**config.mk**
```make
export PLATFORM = sky130hd
export DESIGN_NAME = flh_fault_latch
export DESIGN_NICKNAME = d
export VERILOG_FILES = /design/src/flh_pkg.sv /design/src/flh_sec_timer.sv /design/src/flh_history.sv /design/src/flh_fault_latch.sv
export SDC_FILE = /design/constraint.sdc
export NUM_CORES = 1
export LEC_CHECK = 0
export ABC_AREA = 1
export BUFFER_PORTS_ARGS = -buffer_cell sky130_fd_sc_hd__buf_4
export CAP_MARGIN = 20
export CORE_ASPECT_RATIO = 1.2
export CORE_MARGIN = 1
export CORE_UTILIZATION = 44
export CTS_BUF_LIST = sky130_fd_sc_hd__clkbuf_8
export DETAILED_ROUTE_END_ITERATION = 10
export MAX_ROUTING_LAYER = met4
export PLACE_DENSITY = 0.67
export SLEW_MARGIN = 10
export SYNTH_ARGS = -nofsm -noshare
export SYNTH_HDL_FRONTEND = slang
export SYNTH_HIERARCHICAL = 1
export SYNTH_SLANG_ARGS = --single-unit
```
**constraint.sdc**
```tcl
create_clock -name ref_clk -period 4.55 [get_ports ref_clk]
set_input_delay 0.455 -clock ref_clk [delete_from_list [all_inputs] [get_ports ref_clk]]
set_output_delay 0.455 -clock ref_clk [all_outputs]
set_load 0.005 [all_outputs]
```
**src/flh_pkg.sv**
```systemverilog
// Package of constants and types for the fault latch and history block
`default_nettype none
package flh_pkg;

    localparam int NUM_CODES      = 15;
    localparam int CODE_W         = 4;
    localparam int HIST_DEPTH     = 16;
    localparam int HIST_IDX_W     = 4;
    localparam int STAMP_W        = 32;
    localparam int CLK_FREQ_HZ    = 100_000_000;
    localparam int SECOND_S       = 1;
    localparam int CYCLES_PER_SEC = CLK_FREQ_HZ * SECOND_S;

    // Fault codes
    localparam logic [3:0] CODE_THERMAL_TRIP  = 4'h0;
    localparam logic [3:0] CODE_PHASE_LOSS    = 4'h1;
    localparam logic [3:0] CODE_IMBALANCE     = 4'h2;
    localparam logic [3:0] CODE_LOCKED_ROTOR  = 4'h3;
    localparam logic [3:0] CODE_THERMAL_WARN  = 4'h4;
    localparam logic [3:0] CODE_THERMISTOR_OT = 4'h5;
    localparam logic [3:0] CODE_THERMISTOR_WR = 4'h6;
    localparam logic [3:0] CODE_CHECKBACK     = 4'h7;
    localparam logic [3:0] CODE_LOW_I_TRIP    = 4'h8;
    localparam logic [3:0] CODE_LOW_I_WARN    = 4'h9;
    localparam logic [3:0] CODE_HIGH_I_TRIP   = 4'hA;
    localparam logic [3:0] CODE_HIGH_I_WARN   = 4'hB;
    localparam logic [3:0] CODE_EARTH_TRIP    = 4'hC;
    localparam logic [3:0] CODE_EARTH_WARN    = 4'hD;
    localparam logic [3:0] CODE_SELFTEST      = 4'hE;

    // Codes that are protection trips (eligible for automatic acknowledge)
    localparam logic [14:0] PROT_MASK = 15'h052F;

    localparam logic [14:0] LATCH_RST = 15'h0000;
    localparam logic [4:0]  COUNT_RST = 5'h00;

    typedef struct packed {
        logic [STAMP_W-1:0] stamp;
        logic [CODE_W-1:0]  code;
    } flh_entry_t;

    typedef struct packed {
        logic               valid;
        logic [CODE_W-1:0]  code;
        logic [STAMP_W-1:0] stamp;
    } flh_diag_t;

    typedef struct packed {
        logic panel;
        logic fieldbus;
        logic [2:0] mfIn;
    } flh_ack_t;

endpackage
`default_nettype wire

```
**src/flh_sec_timer.sv**
```systemverilog
// Seconds-since-power-on counter driven by a one-second enable divider
`timescale 1ns/1ps
`default_nettype none
module flh_sec_timer
#(
    parameter int unsigned CYCLES_PER_SEC = flh_pkg::CYCLES_PER_SEC
)
(
    input  wire logic                        ref_clk,
    input  wire logic                        rstn,
    output logic [flh_pkg::STAMP_W-1:0]      seconds
);

    initial
    begin
        if (CYCLES_PER_SEC < 1)
            $error("CYCLES_PER_SEC must be at least one");
    end

    logic [31:0] divCnt_q;
    logic        tick;

    assign tick = (divCnt_q == 32'(CYCLES_PER_SEC - 1));

    always_ff @(posedge ref_clk or negedge rstn)
    begin
        if (!rstn)
            divCnt_q <= 32'h0000_0000;
        else if (tick)
            divCnt_q <= 32'h0000_0000;
        else
            divCnt_q <= divCnt_q + 32'h0000_0001;
    end

    // Starts at zero on power-up
    always_ff @(posedge ref_clk or negedge rstn)
    begin
        if (!rstn)
            seconds <= '0;
        else if (tick)
            seconds <= seconds + 1'b1;
    end

endmodule
`default_nettype wire

```
**src/flh_history.sv**
```systemverilog
// Sixteen-entry circular fault history with timestamps
`timescale 1ns/1ps
`default_nettype none
module flh_history
#(
    parameter int DEPTH = flh_pkg::HIST_DEPTH
)
(
    input  wire logic                        ref_clk,
    input  wire logic                        rstn,
    input  wire logic                        wrEn,
    input  wire flh_pkg::flh_entry_t         wrEntry,
    input  wire logic [flh_pkg::HIST_IDX_W-1:0] rdAge,
    output flh_pkg::flh_entry_t              rdEntry,
    output logic                             rdValid,
    output logic [flh_pkg::HIST_IDX_W:0]     count
);

    initial
    begin
        if (DEPTH != (1 << flh_pkg::HIST_IDX_W))
            $error("DEPTH must equal two to the index width");
    end

    flh_pkg::flh_entry_t                mem [DEPTH];
    logic [flh_pkg::HIST_IDX_W-1:0]     wrPtr_q;
    logic [flh_pkg::HIST_IDX_W-1:0]     rdIdx;

    // Write pointer wraps, so the oldest entry is overwritten when full
    always_ff @(posedge ref_clk or negedge rstn)
    begin
        if (!rstn)
            wrPtr_q <= '0;
        else if (wrEn)
            wrPtr_q <= wrPtr_q + 1'b1;
    end

    always_ff @(posedge ref_clk)
    begin
        if (wrEn)
            mem[wrPtr_q] <= wrEntry;
    end

    // Empty after power-up: count gates every read
    always_ff @(posedge ref_clk or negedge rstn)
    begin
        if (!rstn)
            count <= flh_pkg::COUNT_RST;
        else if (wrEn && count != 5'(DEPTH))
            count <= count + 1'b1;
    end

    // Age 0 is the newest entry
    assign rdIdx = wrPtr_q - 1'b1 - rdAge;

    always_ff @(posedge ref_clk or negedge rstn)
    begin
        if (!rstn)
        begin
            rdEntry <= '0;
            rdValid <= 1'b0;
        end
        else
        begin
            rdValid <= ({1'b0, rdAge} < count);
            rdEntry <= ({1'b0, rdAge} < count) ? mem[rdIdx] : '0;
        end
    end

endmodule
`default_nettype wire

```
**src/flh_fault_latch.sv**
```systemverilog
// Top of the fault latch, acknowledge, history and indication block
//
// What this block does
// - Detected fault conditions are captured into latched bits.
// - A latched fault stays until an acknowledge clears it.
// - Auto-acknowledge off by default; protection trips then need a user acknowledge.
// - Acknowledge accepted from panel, fieldbus, or enabled multifunction inputs.
// - With auto-acknowledge on, a trip clears once its condition is gone, except earth fault trip (code 12).
// - History keeps the newest 16 recorded faults, one per cycle (lowest new code), with seconds-since-power-on stamps.
// - History is volatile and empty after every power-up.
// - Configuration selects whether relay and DC outputs show summary fault.
// - Red indicator lights on a latched fault until acknowledged.
// - Fieldbus fault flag is one while any fault is latched.
// - The lowest-coded new fault of a cycle issues a diagnosis message when the fieldbus supports it.
// - Thermal overload trip is code 0.
// - Phase loss is code 1.
// - Phase imbalance is code 2.
// - Locked rotor is code 3.
// - Thermal model warning level is code 4.
// - Motor thermistor overtemperature is code 5.
// - Codes 6 and 7 are summaries raised alongside detailed causes.
// - Low current trip is code 8, low current warning code 9.
// - High current trip is code 10, high current warning code 11.
// - Earth fault trip is code 12, earth fault warning code 13.
// - Self-test hardware fault is code 14.
`timescale 1ns/1ps
`default_nettype none
module flh_fault_latch
#(
    parameter int unsigned CYCLES_PER_SEC = flh_pkg::CYCLES_PER_SEC
)
(
    input  wire logic                            ref_clk,
    input  wire logic                            rstn,
    // Raw condition inputs, one per cause, from detection logic
    input  wire logic                            thermalTrip,
    input  wire logic                            phaseLoss,
    input  wire logic                            phaseImbalance,
    input  wire logic                            lockedRotor,
    input  wire logic                            thermalWarn,
    input  wire logic                            thermistorOverTemp,
    input  wire logic [1:0]                      thermistorWiringDetail,
    input  wire logic [2:0]                      checkBackDetail,
    input  wire logic                            lowCurrentTrip,
    input  wire logic                            lowCurrentWarn,
    input  wire logic                            highCurrentTrip,
    input  wire logic                            highCurrentWarn,
    input  wire logic                            earthFaultTrip,
    input  wire logic                            earthFaultWarn,
    input  wire logic                            selfTestFault,
    // Acknowledge sources (asynchronous pins)
    input  wire flh_pkg::flh_ack_t               ackIn,
    // Configuration
    input  wire logic                            autoAckEn,
    input  wire logic [2:0]                      mfAckEn,
    input  wire logic                            relayFaultEn,
    input  wire logic                            dcFaultEn,
    input  wire logic                            diagSupported,
    input  wire logic [flh_pkg::HIST_IDX_W-1:0]  histAge,
    // Indications
    output logic                                 relay_fault_output,
    output logic                                 dc_fault_output,
    output logic                                 redLed,
    output logic                                 busFaultFlag,
    output flh_pkg::flh_diag_t                   diagMsg,
    output logic [flh_pkg::NUM_CODES-1:0]        latched,
    output flh_pkg::flh_entry_t                  histEntry,
    output logic                                 histValid,
    output logic [flh_pkg::HIST_IDX_W:0]         histCount,
    output logic [flh_pkg::STAMP_W-1:0]          uptimeSec
);

    // ------------------------------------------------------------
    // Condition vector
    // ------------------------------------------------------------
    logic [flh_pkg::NUM_CODES-1:0] cond;

    always_comb
    begin
        cond = '0;
        cond[flh_pkg::CODE_THERMAL_TRIP]  = thermalTrip;
        cond[flh_pkg::CODE_PHASE_LOSS]    = phaseLoss;
        cond[flh_pkg::CODE_IMBALANCE]     = phaseImbalance;
        cond[flh_pkg::CODE_LOCKED_ROTOR]  = lockedRotor;
        cond[flh_pkg::CODE_THERMAL_WARN]  = thermalWarn;
        cond[flh_pkg::CODE_THERMISTOR_OT] = thermistorOverTemp;
        // Summaries raised whenever any detail is present
        cond[flh_pkg::CODE_THERMISTOR_WR] = |thermistorWiringDetail;
        cond[flh_pkg::CODE_CHECKBACK]     = |checkBackDetail;
        cond[flh_pkg::CODE_LOW_I_TRIP]    = lowCurrentTrip;
        cond[flh_pkg::CODE_LOW_I_WARN]    = lowCurrentWarn;
        cond[flh_pkg::CODE_HIGH_I_TRIP]   = highCurrentTrip;
        cond[flh_pkg::CODE_HIGH_I_WARN]   = highCurrentWarn;
        cond[flh_pkg::CODE_EARTH_TRIP]    = earthFaultTrip;
        cond[flh_pkg::CODE_EARTH_WARN]    = earthFaultWarn;
        cond[flh_pkg::CODE_SELFTEST]      = selfTestFault;
    end

    // ------------------------------------------------------------
    // Acknowledge synchronisers and edge detect
    // ------------------------------------------------------------
    logic [4:0] ackMeta_q;
    logic [4:0] ackSync_q;
    logic [4:0] ackPrev_q;
    logic [4:0] ackRaw;
    logic       ackPulse;

    assign ackRaw = {ackIn.panel, ackIn.fieldbus, ackIn.mfIn};

    always_ff @(posedge ref_clk or negedge rstn)
    begin
        if (!rstn)
        begin
            ackMeta_q <= 5'h00;
            ackSync_q <= 5'h00;
            ackPrev_q <= 5'h00;
        end
        else
        begin
            ackMeta_q <= ackRaw;
            ackSync_q <= ackMeta_q;
            ackPrev_q <= ackSync_q;
        end
    end

    // Rising edge only, so a held button does not mask new faults
    assign ackPulse = |(ackSync_q & ~ackPrev_q & {2'b11, mfAckEn});

    // ------------------------------------------------------------
    // Fault latch
    // ------------------------------------------------------------
    logic [flh_pkg::NUM_CODES-1:0] latch_d;
    logic [flh_pkg::NUM_CODES-1:0] newFault;
    logic [flh_pkg::NUM_CODES-1:0] autoClr;

    // Auto clear only applies to protection trips whose condition is gone
    assign autoClr = autoAckEn ? (flh_pkg::PROT_MASK & ~cond) : '0;
    assign newFault = cond & ~latched;

    always_comb
    begin
        latch_d = latched;
        if (ackPulse)
            latch_d = '0;
        latch_d = latch_d & ~autoClr;
        // A live condition wins over any clear in the same cycle
        latch_d = latch_d | cond;
    end

    always_ff @(posedge ref_clk or negedge rstn)
    begin
        if (!rstn)
            latched <= flh_pkg::LATCH_RST;
        else
            latched <= latch_d;
    end

    // ------------------------------------------------------------
    // Indications
    // ------------------------------------------------------------
    always_ff @(posedge ref_clk or negedge rstn)
    begin
        if (!rstn)
        begin
            relay_fault_output <= 1'b0;
            dc_fault_output    <= 1'b0;
            redLed             <= 1'b0;
            busFaultFlag       <= 1'b0;
        end
        else
        begin
            relay_fault_output <= relayFaultEn & (|latch_d);
            dc_fault_output    <= dcFaultEn & (|latch_d);
            redLed             <= |latch_d;
            busFaultFlag       <= |latch_d;
        end
    end

    // ------------------------------------------------------------
    // New-fault code selection, lowest code first
    // ------------------------------------------------------------
    logic                         anyNew;
    logic [flh_pkg::CODE_W-1:0]   newCode;

    always_comb
    begin
        anyNew  = |newFault;
        newCode = '0;
        for (int i = flh_pkg::NUM_CODES - 1; i >= 0; i--)
        begin
            if (newFault[i])
                newCode = 4'(i);
        end
    end

    // Several simultaneous new faults: only the lowest code is recorded
    // that cycle; the others are still latched and shown on the outputs.
    logic [flh_pkg::STAMP_W-1:0] seconds;
    flh_pkg::flh_entry_t         wrEntry;

    assign wrEntry.stamp = seconds;
    assign wrEntry.code  = newCode;

    always_ff @(posedge ref_clk or negedge rstn)
    begin
        if (!rstn)
            diagMsg <= '0;
        else
        begin
            diagMsg.valid <= anyNew & diagSupported;
            diagMsg.code  <= newCode;
            diagMsg.stamp <= seconds;
        end
    end

    always_ff @(posedge ref_clk or negedge rstn)
    begin
        if (!rstn)
            uptimeSec <= '0;
        else
            uptimeSec <= seconds;
    end

    // ------------------------------------------------------------
    // Submodules
    // ------------------------------------------------------------
    flh_sec_timer
    #(
        .CYCLES_PER_SEC (CYCLES_PER_SEC)
    )
    uTimer
    (
        .ref_clk (ref_clk),
        .rstn    (rstn),
        .seconds (seconds)
    );

    flh_history uHist
    (
        .ref_clk (ref_clk),
        .rstn    (rstn),
        .wrEn    (anyNew),
        .wrEntry (wrEntry),
        .rdAge   (histAge),
        .rdEntry (histEntry),
        .rdValid (histValid),
        .count   (histCount)
    );

endmodule
`default_nettype wire

```
======== After elaboration in Yosys (flattened, before gate mapping) ========
Memory sizes are Yosys's and may differ from the RTL's.
Index checks and enable logic that the tools add are counted.
word-level totals
  flip-flop bits (word level) ............. 180
  memory bits (writable) .................. 576
  input bits .............................. 36
  output and inout bits ................... 130
  word-level logic and storage cells ...... 66
  memories kept ........................... 1
memories
  memory     words  width  read ports  clocked after memory_dff  wr ports  RTL line           source
  uHist.mem  16     36     1           0                         1         flh_history.sv:25  flh_pkg::flh_entry_t mem [DEPTH];
operators by class
  add/subtract/negate cells ............... 6
  $lt $le $gt $ge ......................... 1
  equality and inequality tests ........... 2
  mux-type cells .......................... 21
  bitwise logic cells ..................... 12
  reductions and logical operators ........ 6
operators with widths
  operator                                                                  count
  32-bit by 1-bit adder with 32-bit output (second input constant)          2
  4-bit 2-to-1 mux                                                          15
  36-bit 2-to-1 mux                                                         1
  32-bit by 27-bit equality test with 1-bit output (second input constant)  1
  32-bit 2-to-1 mux                                                         1
  15-bit AND                                                                2
  15-bit OR reduction                                                       2
  15-bit 2-to-1 mux                                                         1
  11-bit inverter with 15-bit output                                        1
  15-bit inverter                                                           1
  15-bit bitwise OR                                                         1
  11-bit 2-to-1 mux                                                         1
  11-bit inverter                                                           1
  5-bit AND                                                                 2
  5-bit by 1-bit adder with 5-bit output (second input constant)            1
  4-bit by 5-bit < comparator with 1-bit output                             1
  5-bit != test (second input constant)                                     1
  5-bit inverter                                                            1
  5-bit OR reduction                                                        1
  4-bit by 1-bit adder with 4-bit output (second input constant)            1
  4-bit by 1-bit subtractor with 4-bit output (second input constant)       1
  4-bit subtractor                                                          1
  1-bit AND                                                                 3
  3-bit OR reduction                                                        1
  other kinds (3)                                                           4

======== Logic depth before layout (Yosys ltp) ========
  word-level depth ........................ 17
  depth in mapped cells ................... 14
  depth with buffers taken out ............ 14

======== Modules after synthesis ========
Netlist, hierarchy kept.
by module, submodules not included
  module           instances  cells each  area an instance (um2)
  flh_history      1          2,026       24,856.3
  flh_sec_timer    1          624         4,013.8
  flh_fault_latch  1          235         2,620.0

======== Least setup slack after synthesis ========
Ideal clock, no wire load.
  kind .................................... input to register
  from .................................... input phaseLoss
  to ...................................... memory uHist/mem[11][0] in the netlist's numbering (enable)
  data arrival time ....................... 3,070 ps
  data required time ...................... 4,121 ps
  slack ................................... 1,051 ps
  stages .................................. 10
  cells stage by stage .................... inv_1 -> or2_2 -> o21ai_0 -> nor2_1 -> nand2_1 -> inv_1 -> nand2_1 -> clkbuf_1 -> nand2_1 -> nor2_1
between the ends
  cells in the longest elaborated chain, start to end .. 4
RTL lines
  element                                 RTL line                source
  start, declared                         flh_fault_latch.sv:37   input wire logic phaseLoss,
  15-bit AND                              flh_fault_latch.sv:138  assign newFault = cond & ~latched;
  15-bit OR reduction                     flh_fault_latch.sv:187  anyNew = |newFault;
  net anyNew                              flh_fault_latch.sv:182  logic anyNew;
  1-bit 2-to-1 mux                        flh_history.sv:40       if (wrEn)
  1-bit 2-to-1 mux (not written as such)  flh_history.sv:41       mem[wrPtr_q] <= wrEntry;
  end, declared                           flh_history.sv:25
The timed path passes the listed nets, and every way through them passes these cells.

======== Final worst setup path ========
  from .................................... register uHist/wrPtr_q[0] in the netlist's numbering
  to ...................................... register uHist/rdEntry[23] in the netlist's numbering
between the ends
  cells in the longest elaborated chain, start to end .. 4
RTL lines
  element                                      RTL line           source
  start, declared                              flh_history.sv:26  logic [flh_pkg::HIST_IDX_W-1:0] wrPtr_q;
  start signal, assigned                       flh_history.sv:35  wrPtr_q <= wrPtr_q + 1'b1;
  4-bit by 1-bit subtractor with 4-bit output  flh_history.sv:54  assign rdIdx = wrPtr_q - 1'b1 - rdAge;
  4-bit subtractor                             flh_history.sv:54
  memory 16 x 36 bit                           --
  36-bit 2-to-1 mux                            flh_history.sv:66  rdEntry <= ({1'b0, rdAge} < count) ? mem[rdIdx] : '0;
  end signal, assigned                         flh_history.sv:66
  end, declared                                flh_history.sv:14  output flh_pkg::flh_entry_t rdEntry,
Every way passes these cells.
A chain may end at the register's enable or synchronous reset.

==> flow_metrics.env <==
export IMPL_status="finished, violations left"
export IMPL_violations="design-rule violations"
export IMPL_rows=107
export IMPL_startpoint_type="flip-flop"
export IMPL_max_clock_freq_ghz=0.302
export IMPL_reg2reg_slack_ps=1240
export IMPL_clock_latency_ps=720
export IMPL_worst_r2r_endpoint="uHist/rdEntry[23]"
export IMPL_dr_pass1_iters=8
export IMPL_clock_sinks=756
export IMPL_io_buffer_count=165
export IMPL_finClkSkew_ps=29.5
export IMPL_hold_start="autoAckEn"
export IMPL_yosysWarnings=6
export IMPL_area_growth_pct=14.5
export IMPL_num_vias=21318
export IMPL_drt_iter0_drc=1646
export IMPL_crit_required_ps=5140
export IMPL_synth_seq_cells=756
export IMPL_post_cts_buffers=0
export IMPL_gp_congestion=0.872
export IMPL_clockBufferDepth=3
export IMPL_die_y_um=295
export IMPL_slowest_delay_ps=800
export IMPL_post_drt_wl_per_cell_um=19.1
export IMPL_synthTopCellsByArea="edfxtp_1 (55%), dfrtp_1 (14%), nand2_1 (13%), nand3_1 (7.5%), nor2_1 (1.9%)"
export IMPL_final_setup_viol_count=0
export IMPL_synth_ff_type="edfxtp_1"
export IMPL_grt_max_degree=145
export IMPL_max_slew_margin_pct=29.3
export IMPL_syn_num_nets=2936
export IMPL_fp_dieArea_mm2=0.0726
export IMPL_rr_worst_depth=10
export IMPL_cts_clk_slew_worst_paths_ps=60
export IMPL_holdPathStages=4
export IMPL_grt_total_usage_pct=22.3
export IMPL_tritoncts="built"
export IMPL_synth_edf_count=576
export IMPL_ctsHoldBuffers=26
export IMPL_synth_area_mm2=0.0315
export IMPL_register_area_mm2=0.0218
export IMPL_first_global_vias=20424
export IMPL_critPathMaxFanout=81
export IMPL_rsz0062_at_grt="no"
export IMPL_crit_type="reg -> reg"
export IMPL_min_to="latched[2]"
export IMPL_period_share_pct=72.8
export IMPL_die_w_um=246
export IMPL_viasPerCell=5.19
export IMPL_setup_tns_ps=0
export IMPL_nNetsFinal=3130
export IMPL_core_area_mm2=0.0710
export IMPL_grt_pass1_wl_um=119000
export IMPL_cts_htree_levels=3
export IMPL_ios=166
export IMPL_synth_top_area_share_pct=54.9
export IMPL_cp_arrival_ps=3900
export IMPL_final_common_cell="nand2_1"
export IMPL_drc_errors=2
export IMPL_cap_violations=0
export IMPL_avgSynthCellArea_um2=10.9
export IMPL_drive_above_1_share_pct=13.9
export IMPL_crit_chain="ha_4 -> inv_1 -> fa_4 -> inv_4 -> buf_4 -> nand3_1 -> nand3_1 -> nand2_1 -> nand2_1 -> a21oi_2"
export IMPL_whs_ps=83.1
export IMPL_overflow=0
export IMPL_cts_buffers=113
export IMPL_start_util_pct=44.4
export IMPL_final_hold_violation_count=0
export IMPL_async_flop_share_pct=23.8
export IMPL_seq_area_frac_synth_pct=69.2
export IMPL_leakagePower_uw=0.0148
export IMPL_ctsRootBufferMaster="clkbuf_8"
export IMPL_hold_path_class="in -> reg"
export IMPL_fin_util_pct=50.8
export IMPL_vdd_drop_max_v=0.00126
export IMPL_place_hpwl_um=45100
export IMPL_power_density_mw_per_mm2=628
export IMPL_fin_crit_ps=3310
export IMPL_multi_input_area_mm2=0.00838
export IMPL_r2r_start="uHist/wrPtr_q[0]"
export IMPL_worstMarginPinSlew_ps=1060
export IMPL_final_cell_mix="nand2_1 (1050), edfxtp_1 (576), nand3_1 (473)"
export IMPL_grt_antenna_before_repair=3
export IMPL_yosysTopAreaCell="edfxtp_1"
export IMPL_ys_types=36
export IMPL_setup_ws_ps=1240
export IMPL_cts_resized=0
export IMPL_drv_slew=0
export IMPL_crit_slowest_cell="inv_4"
export IMPL_fillers=6190
export IMPL_postSynthCellCount=2885
export IMPL_pre_cts_ws_ps=1160
export IMPL_totalWireLength_um=78200
export IMPL_end_kind="flip-flop"
export IMPL_postRouteAntennaNets=0
==> how the worst max path moves through the flow <==
stage                         to              from
6_report       uHist/rdEntry[23]  uHist/wrPtr_q[0]
3_3_place_gp   uHist/rdEntry[27]        histAge[0]
5_1_grt        uHist/rdEntry[31]  uHist/wrPtr_q[0]
2_1_floorplan   uHist/mem[11][0]         phaseLoss
4_1_cts        uHist/rdEntry[31]  uHist/wrPtr_q[0]
3_5_place_dp   uHist/rdEntry[23]        histAge[0]
==> area by class of cell <==
class,instances,area share (%)
Inverter,122,1.30
Sequential cell,756,60.5
Clock buffer,135,5.15
Tap cell,926,3.21
Antenna cell,1,0.00694
Clock inverter,79,1.12
Timing Repair Buffer,236,5.50
Multi-Input combinational cell,1850,23.2
==> worst max-delay path: cells and delay by family, from the launching register on <==
kind	cells	cell delay (ps)
flip-flops	1	480
AO/OA/AOI/OAI	1	70
buffers and inverters	3	1320
AND/OR/NAND/NOR	4	410
adder cells (fa/ha/maj)	2	860
==> cells by family after synthesis <==
group                    count (synthesis)  share of synthesized area, %
AO/OA/AOI/OAI                           72                          1.60
flip-flops                             756                          69.2
XOR/XNOR                                36                          1.00
adder cells (fa/ha/maj)                 15                         0.620
buffers and inverters                  279                          4.64
AND/OR/NAND/NOR                       1727                          22.9
==> routing by layer <==
metal	global-route usage, %	vias up	wire length (um)
met5	-	-	0
met4	7.73	0	1990
met3	2.62	137	3790
met2	37.2	645	39400
met1	28.1	10455	33000
li1	-	10081	-
==> flip-flops by register name, summed over array words and instances, names as in the netlist, 4 cells and up <==
name / flops
uHist/rdEntry: 36
latched: 15
uTimer/seconds: 32
ackPrev_q: 5
diagMsg: 5
uHist/count: 5
ackSync_q: 5
ackMeta_q: 5
uHist/mem: 576
uTimer/divCnt_q: 32
uHist/wrPtr_q: 4
uptimeSec: 32
==> synth_stat cells, types with 11 or more instances <==
cell      number
nor2_1       163
clkbuf_1      12
nand2_1     1050
xnor2_1       13
inv_1        113
a21oi_2       20
xor2_1        23
buf_4         56
nand3_1      473
buf_2         69
a21oi_1       25
buf_6         15
ha_1          14
dfrtp_1      180
o21ai_0       11
edfxtp_1     576
==> power breakdown <==
group          internal (uW)  switching (uW)  leakage, uW  total (uW)
combinational           2410            5920      0.00564        8330
sequential              8590             315      0.00778        8900
clock                   2810            2580      0.00133        5400
total                  13800            8820       0.0148       22600
==> through the flow <==
stage	cells	power, uW	instance area [um2]
detailed placement	3863	17400	33500
finish	4105	22600	36000
CTS	4103	22800	36000
global route	4105	24000	36000
global placement	3863	17300	33500
floorplan	2885	14600	31500
Note: power is estimated with default switching activity, not from simulation.
